$ cat src/pkg/slp_pkg.sv
/*
 * speed-loop and speed-profile register slice: shared offsets, field layout and reset values
 * assumes an avalon-mm slave with 32-bit data and byte addressing
 */
// Contract
// RULE1: velocity proportional gain low seven bits live in bits 30..24 of the gain register.
// RULE2: proportional gain is 0.01 times low byte over ten to the top two bits.
// RULE3: ten-bit integral gain in bits 23..14; 0.1 times low byte over ten power.
// RULE4: fourteen-bit maximum speed in bits 13..0; electrical hertz equals value over six.
// RULE5: two-bit profile select in bits 30..29, reset zero: reference, linear, staircase, fwd-rev.
// RULE6: first turn-on duty threshold in bits 28..21, percent is value over 255.
// RULE7: first turn-off duty threshold in bits 20..13, same over-255 percent scale.
// RULE8: clamp duty threshold in bits 12..5, same over-255 percent scale.
// RULE9: breakpoint A upper five bits in 4..0, lower three in 30..28 of next register.
// RULE10: breakpoint B in bits 27..20 of the second profile register.
// RULE11: breakpoint C in bits 19..12 of the second profile register.
// RULE12: breakpoint D in bits 11..4 of the second profile register.
// RULE13: breakpoint E upper four bits in bits 3..0, reset to zero.
// RULE14: breakpoint E lower four bits come from bits 30..27 of following register.
// RULE15: proportional gain upper three bits come from bits 2..0 of preceding register.
// RULE16: split fields join only for control use; each register half stays read-writable.
// RULE17: reserved bit 31 reads zero and does nothing.
package slp_pkg;
    // -------------------------------------------------------------------
    // register offsets (index form, byte address is four times index)
    // -------------------------------------------------------------------
    localparam logic [7:0] SLP_IDX_GAIN = 8'h8E;
    localparam logic [7:0] SLP_IDX_PROF1 = 8'h94;
    localparam logic [7:0] SLP_IDX_PROF2 = 8'h96;
    localparam int SLP_AW = 10;
    // -------------------------------------------------------------------
    // field positions
    // -------------------------------------------------------------------
    localparam int SLP_KP_LO_MSB = 30;
    localparam int SLP_KP_LO_LSB = 24;
    localparam int SLP_KI_MSB = 23;
    localparam int SLP_KI_LSB = 14;
    localparam int SLP_MAXSPD_MSB = 13;
    localparam int SLP_PROF_MSB = 30;
    localparam int SLP_PROF_LSB = 29;
    localparam int SLP_ON_MSB = 28;
    localparam int SLP_ON_LSB = 21;
    localparam int SLP_OFF_MSB = 20;
    localparam int SLP_OFF_LSB = 13;
    localparam int SLP_CLAMP_MSB = 12;
    localparam int SLP_CLAMP_LSB = 5;
    localparam int SLP_A_HI_MSB = 4;
    localparam int SLP_A_LO_MSB = 30;
    localparam int SLP_A_LO_LSB = 28;
    localparam int SLP_B_LSB = 20;
    localparam int SLP_C_LSB = 12;
    localparam int SLP_D_LSB = 4;
    localparam int SLP_E_HI_MSB = 3;
    // -------------------------------------------------------------------
    // reset values: undefined fields come up as zero here
    // -------------------------------------------------------------------
    localparam logic [30:0] SLP_RST_GAIN = 31'h0000_0000;
    localparam logic [30:0] SLP_RST_PROF1 = 31'h0000_0000;
    localparam logic [30:0] SLP_RST_PROF2 = 31'h0000_0000;
    localparam logic [31:0] SLP_UNMAPPED = 32'h0000_0000;
    typedef enum logic [1:0] {
        SLP_PROF_SPEED_REF = 2'b00,
        SLP_PROF_LINEAR = 2'b01,
        SLP_PROF_STAIR = 2'b10,
        SLP_PROF_FWD_REV = 2'b11
    } slp_profile_e;
endpackage

$ cat src/slp_duty_split.sv
/*
 * joins an eight-bit duty breakpoint from an upper and lower part of any split
 * assumes parts are registered values on the same clock
 */
`timescale 1ns/1ps
module slp_duty_split #(
    parameter int HI_W = 5
) (
    input wire logic [HI_W-1:0] i_hi,
    input wire logic [7-HI_W:0] i_lo,
    output logic [7:0] o_duty
);
    // value joined only for the control path
    assign o_duty = {i_hi, i_lo}; // RULE16
endmodule

$ cat src/slp_gain_split.sv
/*
 * joins the ten-bit proportional gain code from its two register halves
 * assumes both halves are registered values on the same clock
 */
`timescale 1ns/1ps
module slp_gain_split
    import slp_pkg::*;
(
    input wire logic [2:0] i_hi,
    input wire logic [6:0] i_lo,
    output logic [9:0] o_code
);
    // concatenation only; halves stay stored separately
    assign o_code = {i_hi, i_lo}; // RULE15
endmodule

$ cat src/slp_regs.sv
/*
 * speed-loop gain, maximum speed and speed-profile duty register slice
 * assumes an avalon-mm master on i_mclk; neighbour register halves arrive as ports
 */
// The Avalon-MM interface to the registers is this design's own decision.
`timescale 1ns/1ps
module slp_regs
    import slp_pkg::*;
(
    input wire logic i_mclk,
    input wire logic i_rst_b,
    input wire logic [SLP_AW-1:0] i_address,
    input wire logic i_read,
    input wire logic i_write,
    input wire logic [31:0] i_writedata,
    input wire logic [3:0] i_byteenable,
    output logic [31:0] o_readdata,
    output logic o_waitrequest,
    input wire logic [2:0] i_kp_hi_bits,
    input wire logic [3:0] i_duty_e_lo_bits,
    output logic [9:0] o_velocity_prop_gain_code,
    output logic [9:0] o_velocity_integral_gain_code,
    output logic [13:0] o_max_speed,
    output slp_pkg::slp_profile_e o_profile,
    output logic [7:0] o_turn_on_threshold_first,
    output logic [7:0] o_turn_off_threshold_first,
    output logic [7:0] o_clamp_threshold_first,
    output logic [7:0] o_duty_a,
    output logic [7:0] o_duty_b,
    output logic [7:0] o_duty_c,
    output logic [7:0] o_duty_d,
    output logic [7:0] o_duty_e,
    output logic [2:0] o_kp_hi_bits,
    output logic [3:0] o_duty_e_lo_bits
);
    import slp_pkg::*;

    // -------------------------------------------------------------------
    // state
    // -------------------------------------------------------------------
    typedef struct packed {
        logic [30:0] gain;
        logic [30:0] prof1;
        logic [30:0] prof2;
        logic [31:0] rdata;
        logic ack;
        logic [2:0] kp_hi;
        logic [3:0] e_lo;
    } slp_state_s;

    slp_state_s st_r;
    slp_state_s st_nxt;
    logic [7:0] idx;
    logic req;

    // byte-lane merge, shared by every register write
    function automatic logic [30:0] merge(input logic [30:0] old, input logic [31:0] wd,
                                          input logic [3:0] be);
        logic [31:0] res;
        res = {1'b0, old};
        for (int i = 0; i < 4; i++)
        begin
            if (be[i])
                res[i*8 +: 8] = wd[i*8 +: 8];
        end
        return res[30:0]; // RULE17
    endfunction

    assign idx = i_address[SLP_AW-1:2];
    assign req = i_read | i_write;
    // one wait cycle per access, answer in the same cycle as acceptance
    assign o_waitrequest = req & ~st_r.ack;

    // -------------------------------------------------------------------
    // next-state logic
    // -------------------------------------------------------------------
    always_comb
    begin
        st_nxt = st_r;
        st_nxt.ack = req & ~st_r.ack;
        // neighbour halves are latched for control use only
        st_nxt.kp_hi = i_kp_hi_bits; // RULE15
        st_nxt.e_lo = i_duty_e_lo_bits; // RULE14
        if (req & ~st_r.ack)
        begin
            if (i_write)
            begin
                unique case (idx)
                    SLP_IDX_GAIN: st_nxt.gain = merge(st_r.gain, i_writedata, i_byteenable); // RULE1
                    SLP_IDX_PROF1: st_nxt.prof1 = merge(st_r.prof1, i_writedata, i_byteenable); // RULE5
                    SLP_IDX_PROF2: st_nxt.prof2 = merge(st_r.prof2, i_writedata, i_byteenable); // RULE13
                    default: ;
                endcase
            end
            // bit 31 always reads zero; unmapped reads return zero
            unique case (idx)
                SLP_IDX_GAIN: st_nxt.rdata = {1'b0, st_r.gain}; // RULE17
                SLP_IDX_PROF1: st_nxt.rdata = {1'b0, st_r.prof1};
                SLP_IDX_PROF2: st_nxt.rdata = {1'b0, st_r.prof2};
                default: st_nxt.rdata = SLP_UNMAPPED;
            endcase
        end
    end

    // -------------------------------------------------------------------
    // registers
    // -------------------------------------------------------------------
    always_ff @(posedge i_mclk or negedge i_rst_b)
    begin
        if (!i_rst_b)
        begin
            st_r.gain <= SLP_RST_GAIN;
            st_r.prof1 <= SLP_RST_PROF1; // RULE5
            st_r.prof2 <= SLP_RST_PROF2; // RULE13
            st_r.rdata <= 32'h0000_0000;
            st_r.ack <= 1'b0;
            st_r.kp_hi <= 3'h0;
            st_r.e_lo <= 4'h0;
        end
        else
            st_r <= st_nxt;
    end

    assign o_readdata = st_r.rdata;

    // -------------------------------------------------------------------
    // field outputs to the control logic
    // -------------------------------------------------------------------
    // gain scaling (0.01 and 0.1 times low byte over ten to the top two bits) is applied by the consumer
    slp_gain_split u_kp (
        .i_hi(st_r.kp_hi),
        .i_lo(st_r.gain[SLP_KP_LO_MSB:SLP_KP_LO_LSB]),
        .o_code(o_velocity_prop_gain_code)
    ); // RULE2
    assign o_velocity_integral_gain_code = st_r.gain[SLP_KI_MSB:SLP_KI_LSB]; // RULE3
    assign o_max_speed = st_r.gain[SLP_MAXSPD_MSB:0]; // RULE4
    assign o_profile = slp_profile_e'(st_r.prof1[SLP_PROF_MSB:SLP_PROF_LSB]); // RULE5
    assign o_turn_on_threshold_first = st_r.prof1[SLP_ON_MSB:SLP_ON_LSB]; // RULE6
    assign o_turn_off_threshold_first = st_r.prof1[SLP_OFF_MSB:SLP_OFF_LSB]; // RULE7
    assign o_clamp_threshold_first = st_r.prof1[SLP_CLAMP_MSB:SLP_CLAMP_LSB]; // RULE8
    slp_duty_split #(.HI_W(5)) u_da (
        .i_hi(st_r.prof1[SLP_A_HI_MSB:0]),
        .i_lo(st_r.prof2[SLP_A_LO_MSB:SLP_A_LO_LSB]),
        .o_duty(o_duty_a)
    ); // RULE9
    assign o_duty_b = st_r.prof2[SLP_B_LSB +: 8]; // RULE10
    assign o_duty_c = st_r.prof2[SLP_C_LSB +: 8]; // RULE11
    assign o_duty_d = st_r.prof2[SLP_D_LSB +: 8]; // RULE12
    slp_duty_split #(.HI_W(4)) u_de (
        .i_hi(st_r.prof2[SLP_E_HI_MSB:0]),
        .i_lo(st_r.e_lo),
        .o_duty(o_duty_e)
    ); // RULE14
    // neighbour registers own these bits; echoed so they stay visible
    assign o_kp_hi_bits = st_r.kp_hi;
    assign o_duty_e_lo_bits = st_r.e_lo;

    // -------------------------------------------------------------------
    // checks
    // -------------------------------------------------------------------
    property p_wait_one;
        @(posedge i_mclk) disable iff (!i_rst_b)
        (req && !st_r.ack) |=> !o_waitrequest;
    endproperty
    a_wait_one: assert property (p_wait_one) else $error("no answer after one wait");

    property p_bit31;
        @(posedge i_mclk) disable iff (!i_rst_b)
        (req && !o_waitrequest) |-> !o_readdata[31];
    endproperty
    a_bit31: assert property (p_bit31) else $error("bit 31 read as one"); // RULE17

    property p_kp_write;
        @(posedge i_mclk) disable iff (!i_rst_b)
        (i_write && !st_r.ack && idx == SLP_IDX_GAIN && i_byteenable[3])
        |=> o_velocity_prop_gain_code[6:0] == $past(i_writedata[30:24]);
    endproperty
    a_kp_write: assert property (p_kp_write) else $error("kp low bits not stored"); // RULE1

    property p_ki_write;
        @(posedge i_mclk) disable iff (!i_rst_b)
        (i_write && !st_r.ack && idx == SLP_IDX_GAIN && (&i_byteenable))
        |=> o_velocity_integral_gain_code == $past(i_writedata[23:14])
            && o_max_speed == $past(i_writedata[13:0]);
    endproperty
    a_ki_write: assert property (p_ki_write) else $error("ki or max speed wrong"); // RULE3

    property p_prof_write;
        @(posedge i_mclk) disable iff (!i_rst_b)
        (i_write && !st_r.ack && idx == SLP_IDX_PROF1 && (&i_byteenable))
        |=> o_profile == $past(i_writedata[30:29]) && o_turn_on_threshold_first == $past(i_writedata[28:21])
            && o_clamp_threshold_first == $past(i_writedata[12:5]);
    endproperty
    a_prof_write: assert property (p_prof_write) else $error("profile fields wrong"); // RULE5

    // low part of breakpoint A follows a write of the second profile register
    property p_duty_a;
        @(posedge i_mclk) disable iff (!i_rst_b)
        (i_write && !st_r.ack && idx == SLP_IDX_PROF2 && i_byteenable[3])
        |=> o_duty_a[2:0] == $past(i_writedata[30:28]);
    endproperty
    a_duty_a: assert property (p_duty_a) else $error("duty A join wrong"); // RULE9

    property p_duty_bcd;
        @(posedge i_mclk) disable iff (!i_rst_b)
        (i_write && !st_r.ack && idx == SLP_IDX_PROF2 && (&i_byteenable))
        |=> o_duty_b == $past(i_writedata[27:20]) && o_duty_c == $past(i_writedata[19:12])
            && o_duty_d == $past(i_writedata[11:4]);
    endproperty
    a_duty_bcd: assert property (p_duty_bcd) else $error("duty B C D wrong"); // RULE10

    // the latch is still in reset on the edge that releases it, so skip that one
    property p_duty_e;
        @(posedge i_mclk) disable iff (!i_rst_b)
        $past(i_rst_b) |-> o_duty_e[3:0] == $past(i_duty_e_lo_bits);
    endproperty
    a_duty_e: assert property (p_duty_e) else $error("duty E low bits wrong"); // RULE14

    property p_kp_hi;
        @(posedge i_mclk) disable iff (!i_rst_b)
        $past(i_rst_b) |-> o_velocity_prop_gain_code[9:7] == $past(i_kp_hi_bits);
    endproperty
    a_kp_hi: assert property (p_kp_hi) else $error("kp high bits wrong"); // RULE15

    c_gain_write: cover property (@(posedge i_mclk) i_write && !o_waitrequest && idx == SLP_IDX_GAIN);
    c_prof2_read: cover property (@(posedge i_mclk) i_read && !o_waitrequest && idx == SLP_IDX_PROF2);
    c_stair: cover property (@(posedge i_mclk) o_profile == SLP_PROF_STAIR);
    c_prof1_write: cover property (@(posedge i_mclk) i_write && !o_waitrequest && idx == SLP_IDX_PROF1);
    c_unmapped_read: cover property (@(posedge i_mclk) i_read && !o_waitrequest && idx == 8'hFF);
endmodule

$ cat config.mk
export PLATFORM = sky130hd
export DESIGN_NAME = slp_regs
export DESIGN_NICKNAME = d
export VERILOG_FILES = /design/src/pkg/slp_pkg.sv /design/src/slp_duty_split.sv /design/src/slp_gain_split.sv /design/src/slp_regs.sv
export SDC_FILE = /design/constraint.sdc
export NUM_CORES = 1
export LEC_CHECK = 0
export BUFFER_PORTS_ARGS = -buffer_cell sky130_fd_sc_hd__buf_2
export CAP_MARGIN = 25
export CORE_AREA = 3 3 107 135
export CTS_CLUSTER_DIAMETER = 60
export CTS_CLUSTER_SIZE = 28
export DETAILED_ROUTE_END_ITERATION = 7
export DIE_AREA = 0 0 110 138
export PLACE_DENSITY = 0.88
export SYNTH_ARGS = -nofsm -noshare
export SYNTH_HDL_FRONTEND = slang
export SYNTH_SLANG_ARGS = --single-unit
$ cat constraint.sdc
create_clock -name i_mclk -period 2.1 [get_ports i_mclk]
set_clock_uncertainty 0.1 [all_clocks]
set_input_delay 0.42 -clock i_mclk [delete_from_list [all_inputs] [get_ports i_mclk]]
set_output_delay 0.42 -clock i_mclk [all_outputs]
set_load 0.05 [all_outputs]
==> impl_metrics.env <==
export IMPL_status="finished, final reports clean"
export IMPL_dieArea_um2=15200
export IMPL_final_cells=769
export IMPL_clk_pin_slew_worst_paths_ps=50
export IMPL_placed_cell_area_um2=6930
export IMPL_nets=641
export IMPL_io_pins=197
export IMPL_cpPeakStageDelay_ps=550
export IMPL_rsz0062_at_grt="no"
export IMPL_place_congestion=0.737
export IMPL_drt_wl_total_um=14900
export IMPL_rows=47
export IMPL_endpoint="o_waitrequest"
export IMPL_worstPathCellList="o21bai_4 -> inv_1 -> clkbuf_4"
export IMPL_worstPathMaxFanout=7
export IMPL_die_x_um=110
export IMPL_p_leak_nw=4.22
export IMPL_rr_worst_depth=4
export IMPL_startpoint="st_r[7]"
export IMPL_cts_buffer_depth=2
export IMPL_synthCells=503
export IMPL_endpoint_kind="output pin"
export IMPL_wl_per_cell_um=19.4
export IMPL_vias=4039
export IMPL_timing_rr_end="o_duty_d[7]"
export IMPL_grt_start_max_net_pins=57
export IMPL_period_needed_ps=2000
export IMPL_post_route_util_pct=57.0
export IMPL_power_density_nw_per_um2=807
export IMPL_first_pass_iters=4
export IMPL_fill_cells=1072
export IMPL_drt_iter0_markers=238
export IMPL_seqCellArea_um2=3300
export IMPL_cap_violations=0
export IMPL_clk_latency_ps=390
export IMPL_timing_fmax_ghz=0.500
export IMPL_cts_max_level=4
export IMPL_cts_tree="done"
export IMPL_ys_seq_elements=132
export IMPL_synth_flop_cell="dfrtp_1"
export IMPL_cts_sinks=132
export IMPL_place_inst=735
export IMPL_holdCritPathClass="input pin to register"
export IMPL_yosysSeqAreaShare_pct=50.0
export IMPL_ff2ff_setup_slack_ps=320
export IMPL_synth_area_leaders="dfrtp_1, buf_4, mux2_2"
export IMPL_hpwlAfterDp_um=10900
export IMPL_yosysTopAreaCellShare_pct=50.0
export IMPL_synth_distinct_cells=25
export IMPL_async_reset_ff_share_pct=100
export IMPL_netlist_area_um2=6610
export IMPL_syn_nets=560
export IMPL_fin_crit_sh_pct=95.3
export IMPL_layout_drive_gt1_share_pct=59.8
export IMPL_synth_edf_count=0
export IMPL_multi_input_area_um2=2200
export IMPL_grt_pass1_wl_um=23400
export IMPL_drc=0
export IMPL_final_setup_viol_count=0
export IMPL_portBuffers=192
export IMPL_synth_warnings=0
export IMPL_hold_viol_final=0
export IMPL_startpoint_type="register"
export IMPL_vdd_drop_max_mv=0.393
export IMPL_yosys_area_top_type="dfrtp_1"
export IMPL_grt_overflow=0
export IMPL_drv_slew=0
export IMPL_cts_root_buf="clkbuf_16"
export IMPL_antenna_found_initial=3
export IMPL_r2r_start="st_r[7]"
export IMPL_worstSetupPathType="register to output pin"
export IMPL_stdcell_area_um2=7540
export IMPL_cpMaxStageDelayCell="dfrtp_1"
export IMPL_start_util_pct=50.0
export IMPL_grt_pass1_vias=4414
export IMPL_die_h_um=138
export IMPL_core_area_um2=13200
export IMPL_syn_area_per_cell_um2=13.1
export IMPL_cp_arrival_ps=1480
export IMPL_numCtsBuffers=17
export IMPL_areaGrowthSynthToFinish_pct=14.1
export IMPL_cp_required_ps=1580
export IMPL_drtAntennaViolNets=0
export IMPL_viasPerCell=5.25
export IMPL_track_usage_pct=20.0
==> how the worst min path moves through the flow <==
stage,start,endpoint,slack (ps),cells past startpoint
floorplan,i_rst_b,o_clamp_threshold_first[0],20,0
global placement,i_rst_b,o_readdata[2],250,1
detailed placement,i_rst_b,o_readdata[2],270,1
CTS,i_duty_e_lo_bits[1],o_duty_e_lo_bits[1],9,1
global route,i_kp_hi_bits[1],o_kp_hi_bits[1],0.6,1
finish,i_kp_hi_bits[1],o_kp_hi_bits[1],30,1
==> synthesized netlist by cell type (2+ instances only) <==
library cell    n
buf_4         139
dfrtp_1       132
mux2_2         88
a22o_1         31
mux2i_1        31
o2bb2ai_1      31
clkbuf_1       13
nand2_2         8
buf_2           5
mux2_1          5
nand4b_4        3
inv_1           2
nand4bb_1       2
nor4_4          2
==> power breakdown <==
part | switching [W] | internal [W]
combinational | 0.000367 | 0.000152
sequential | 0.0000346 | 0.00259
clock | 0.00105 | 0.00189
==> what timing repair did <==
action | in CTS | in global routing
gates resized for setup | 0 | 1
setup buffers | 0 | 0
hold endpoints to repair | 40 | 0
hold buffers | 1 | 0
endpoints found under the setup margin | 0 | 1
==> cell families (layout without fill, tap and decap cells) <==
logic type      count (synthesis)  count (layout)  share of synthesized area, %
other cells                     1               2                        0.0567
compound gates                 64              64                          8.40
mux                           124             124                          20.5
simple gates                   23              23                          4.05
flops                         132             132                          50.0
buf+inv                       159             253                          17.0
==> placed cells by master, fill, tap and decap left out, types with 2 or more instances in the layout <==
master	count
mux2_2	88
buf_12	3
buf_4	23
buf_2	190
o2bb2ai_1	31
mux2i_1	31
clkinv_2	6
clkbuf_16	17
a22o_1	31
nand2_2	8
clkinvlp_4	3
inv_1	2
nand4b_4	3
bufinv_16	3
nand4bb_1	2
mux2_1	5
dfrtp_1	132
nor4_4	2
==> layout make-up <==
class	instances	area share (%)
clock buffer	18	5.82
inverter	2	0.0995
multi-input combinational	212	29.2
tap	171	2.84
sequential	132	43.8
antenna	1	0.0332
timing repair buffer	219	16.1
clock inverter	14	2.12
==> metal layers <==
metal / up-vias / track usage (%) / share of wire [%]
li1: 1823 / - / -
met1: 2004 / 23.7 / 39
met2: 180 / 34.3 / 52
met3: 28 / 5.60 / 7.4
met4: 4 / 6.89 / 1.5
met5: - / 0 / 0.13
==> registers in the layout (all words and copies together), names as in the netlist <==
name,cells
o_readdata,31
st_r,20
o_max_speed,14
o_velocity_integral_gain_code,10
o_clamp_threshold_first,8
o_duty_b,8
o_duty_c,8
o_duty_d,8
o_turn_off_threshold_first,8
o_turn_on_threshold_first,8
o_duty_e_lo_bits,4
o_kp_hi_bits,3
o_profile,2
==> worst max-delay path: cells and delay by family, from the launching register on <==
kind / cells / cell delay [ps]
flip-flops: 1 / 550
buffers and inverters: 2 / 300
AO/OA/AOI/OAI: 1 / 230
==> metrics by stage <==
step | setup TNS [ps] | setup slack [ps] | hold WS, ps | power (W)
after floorplan | 0 | 72.2 | 24.4 | 0.00302
after global placement | -1170 | -37.3 | 254 | 0.00317
after CTS | 0 | 58.4 | 8.96 | 0.00616
final | 0 | 98.6 | 31.7 | 0.00608
after detailed placement | -1490 | -70.8 | 265 | 0.00319
after global routing | 0 | 26.3 | 0.627 | 0.00634
Power figures use the tool's default switching activity.
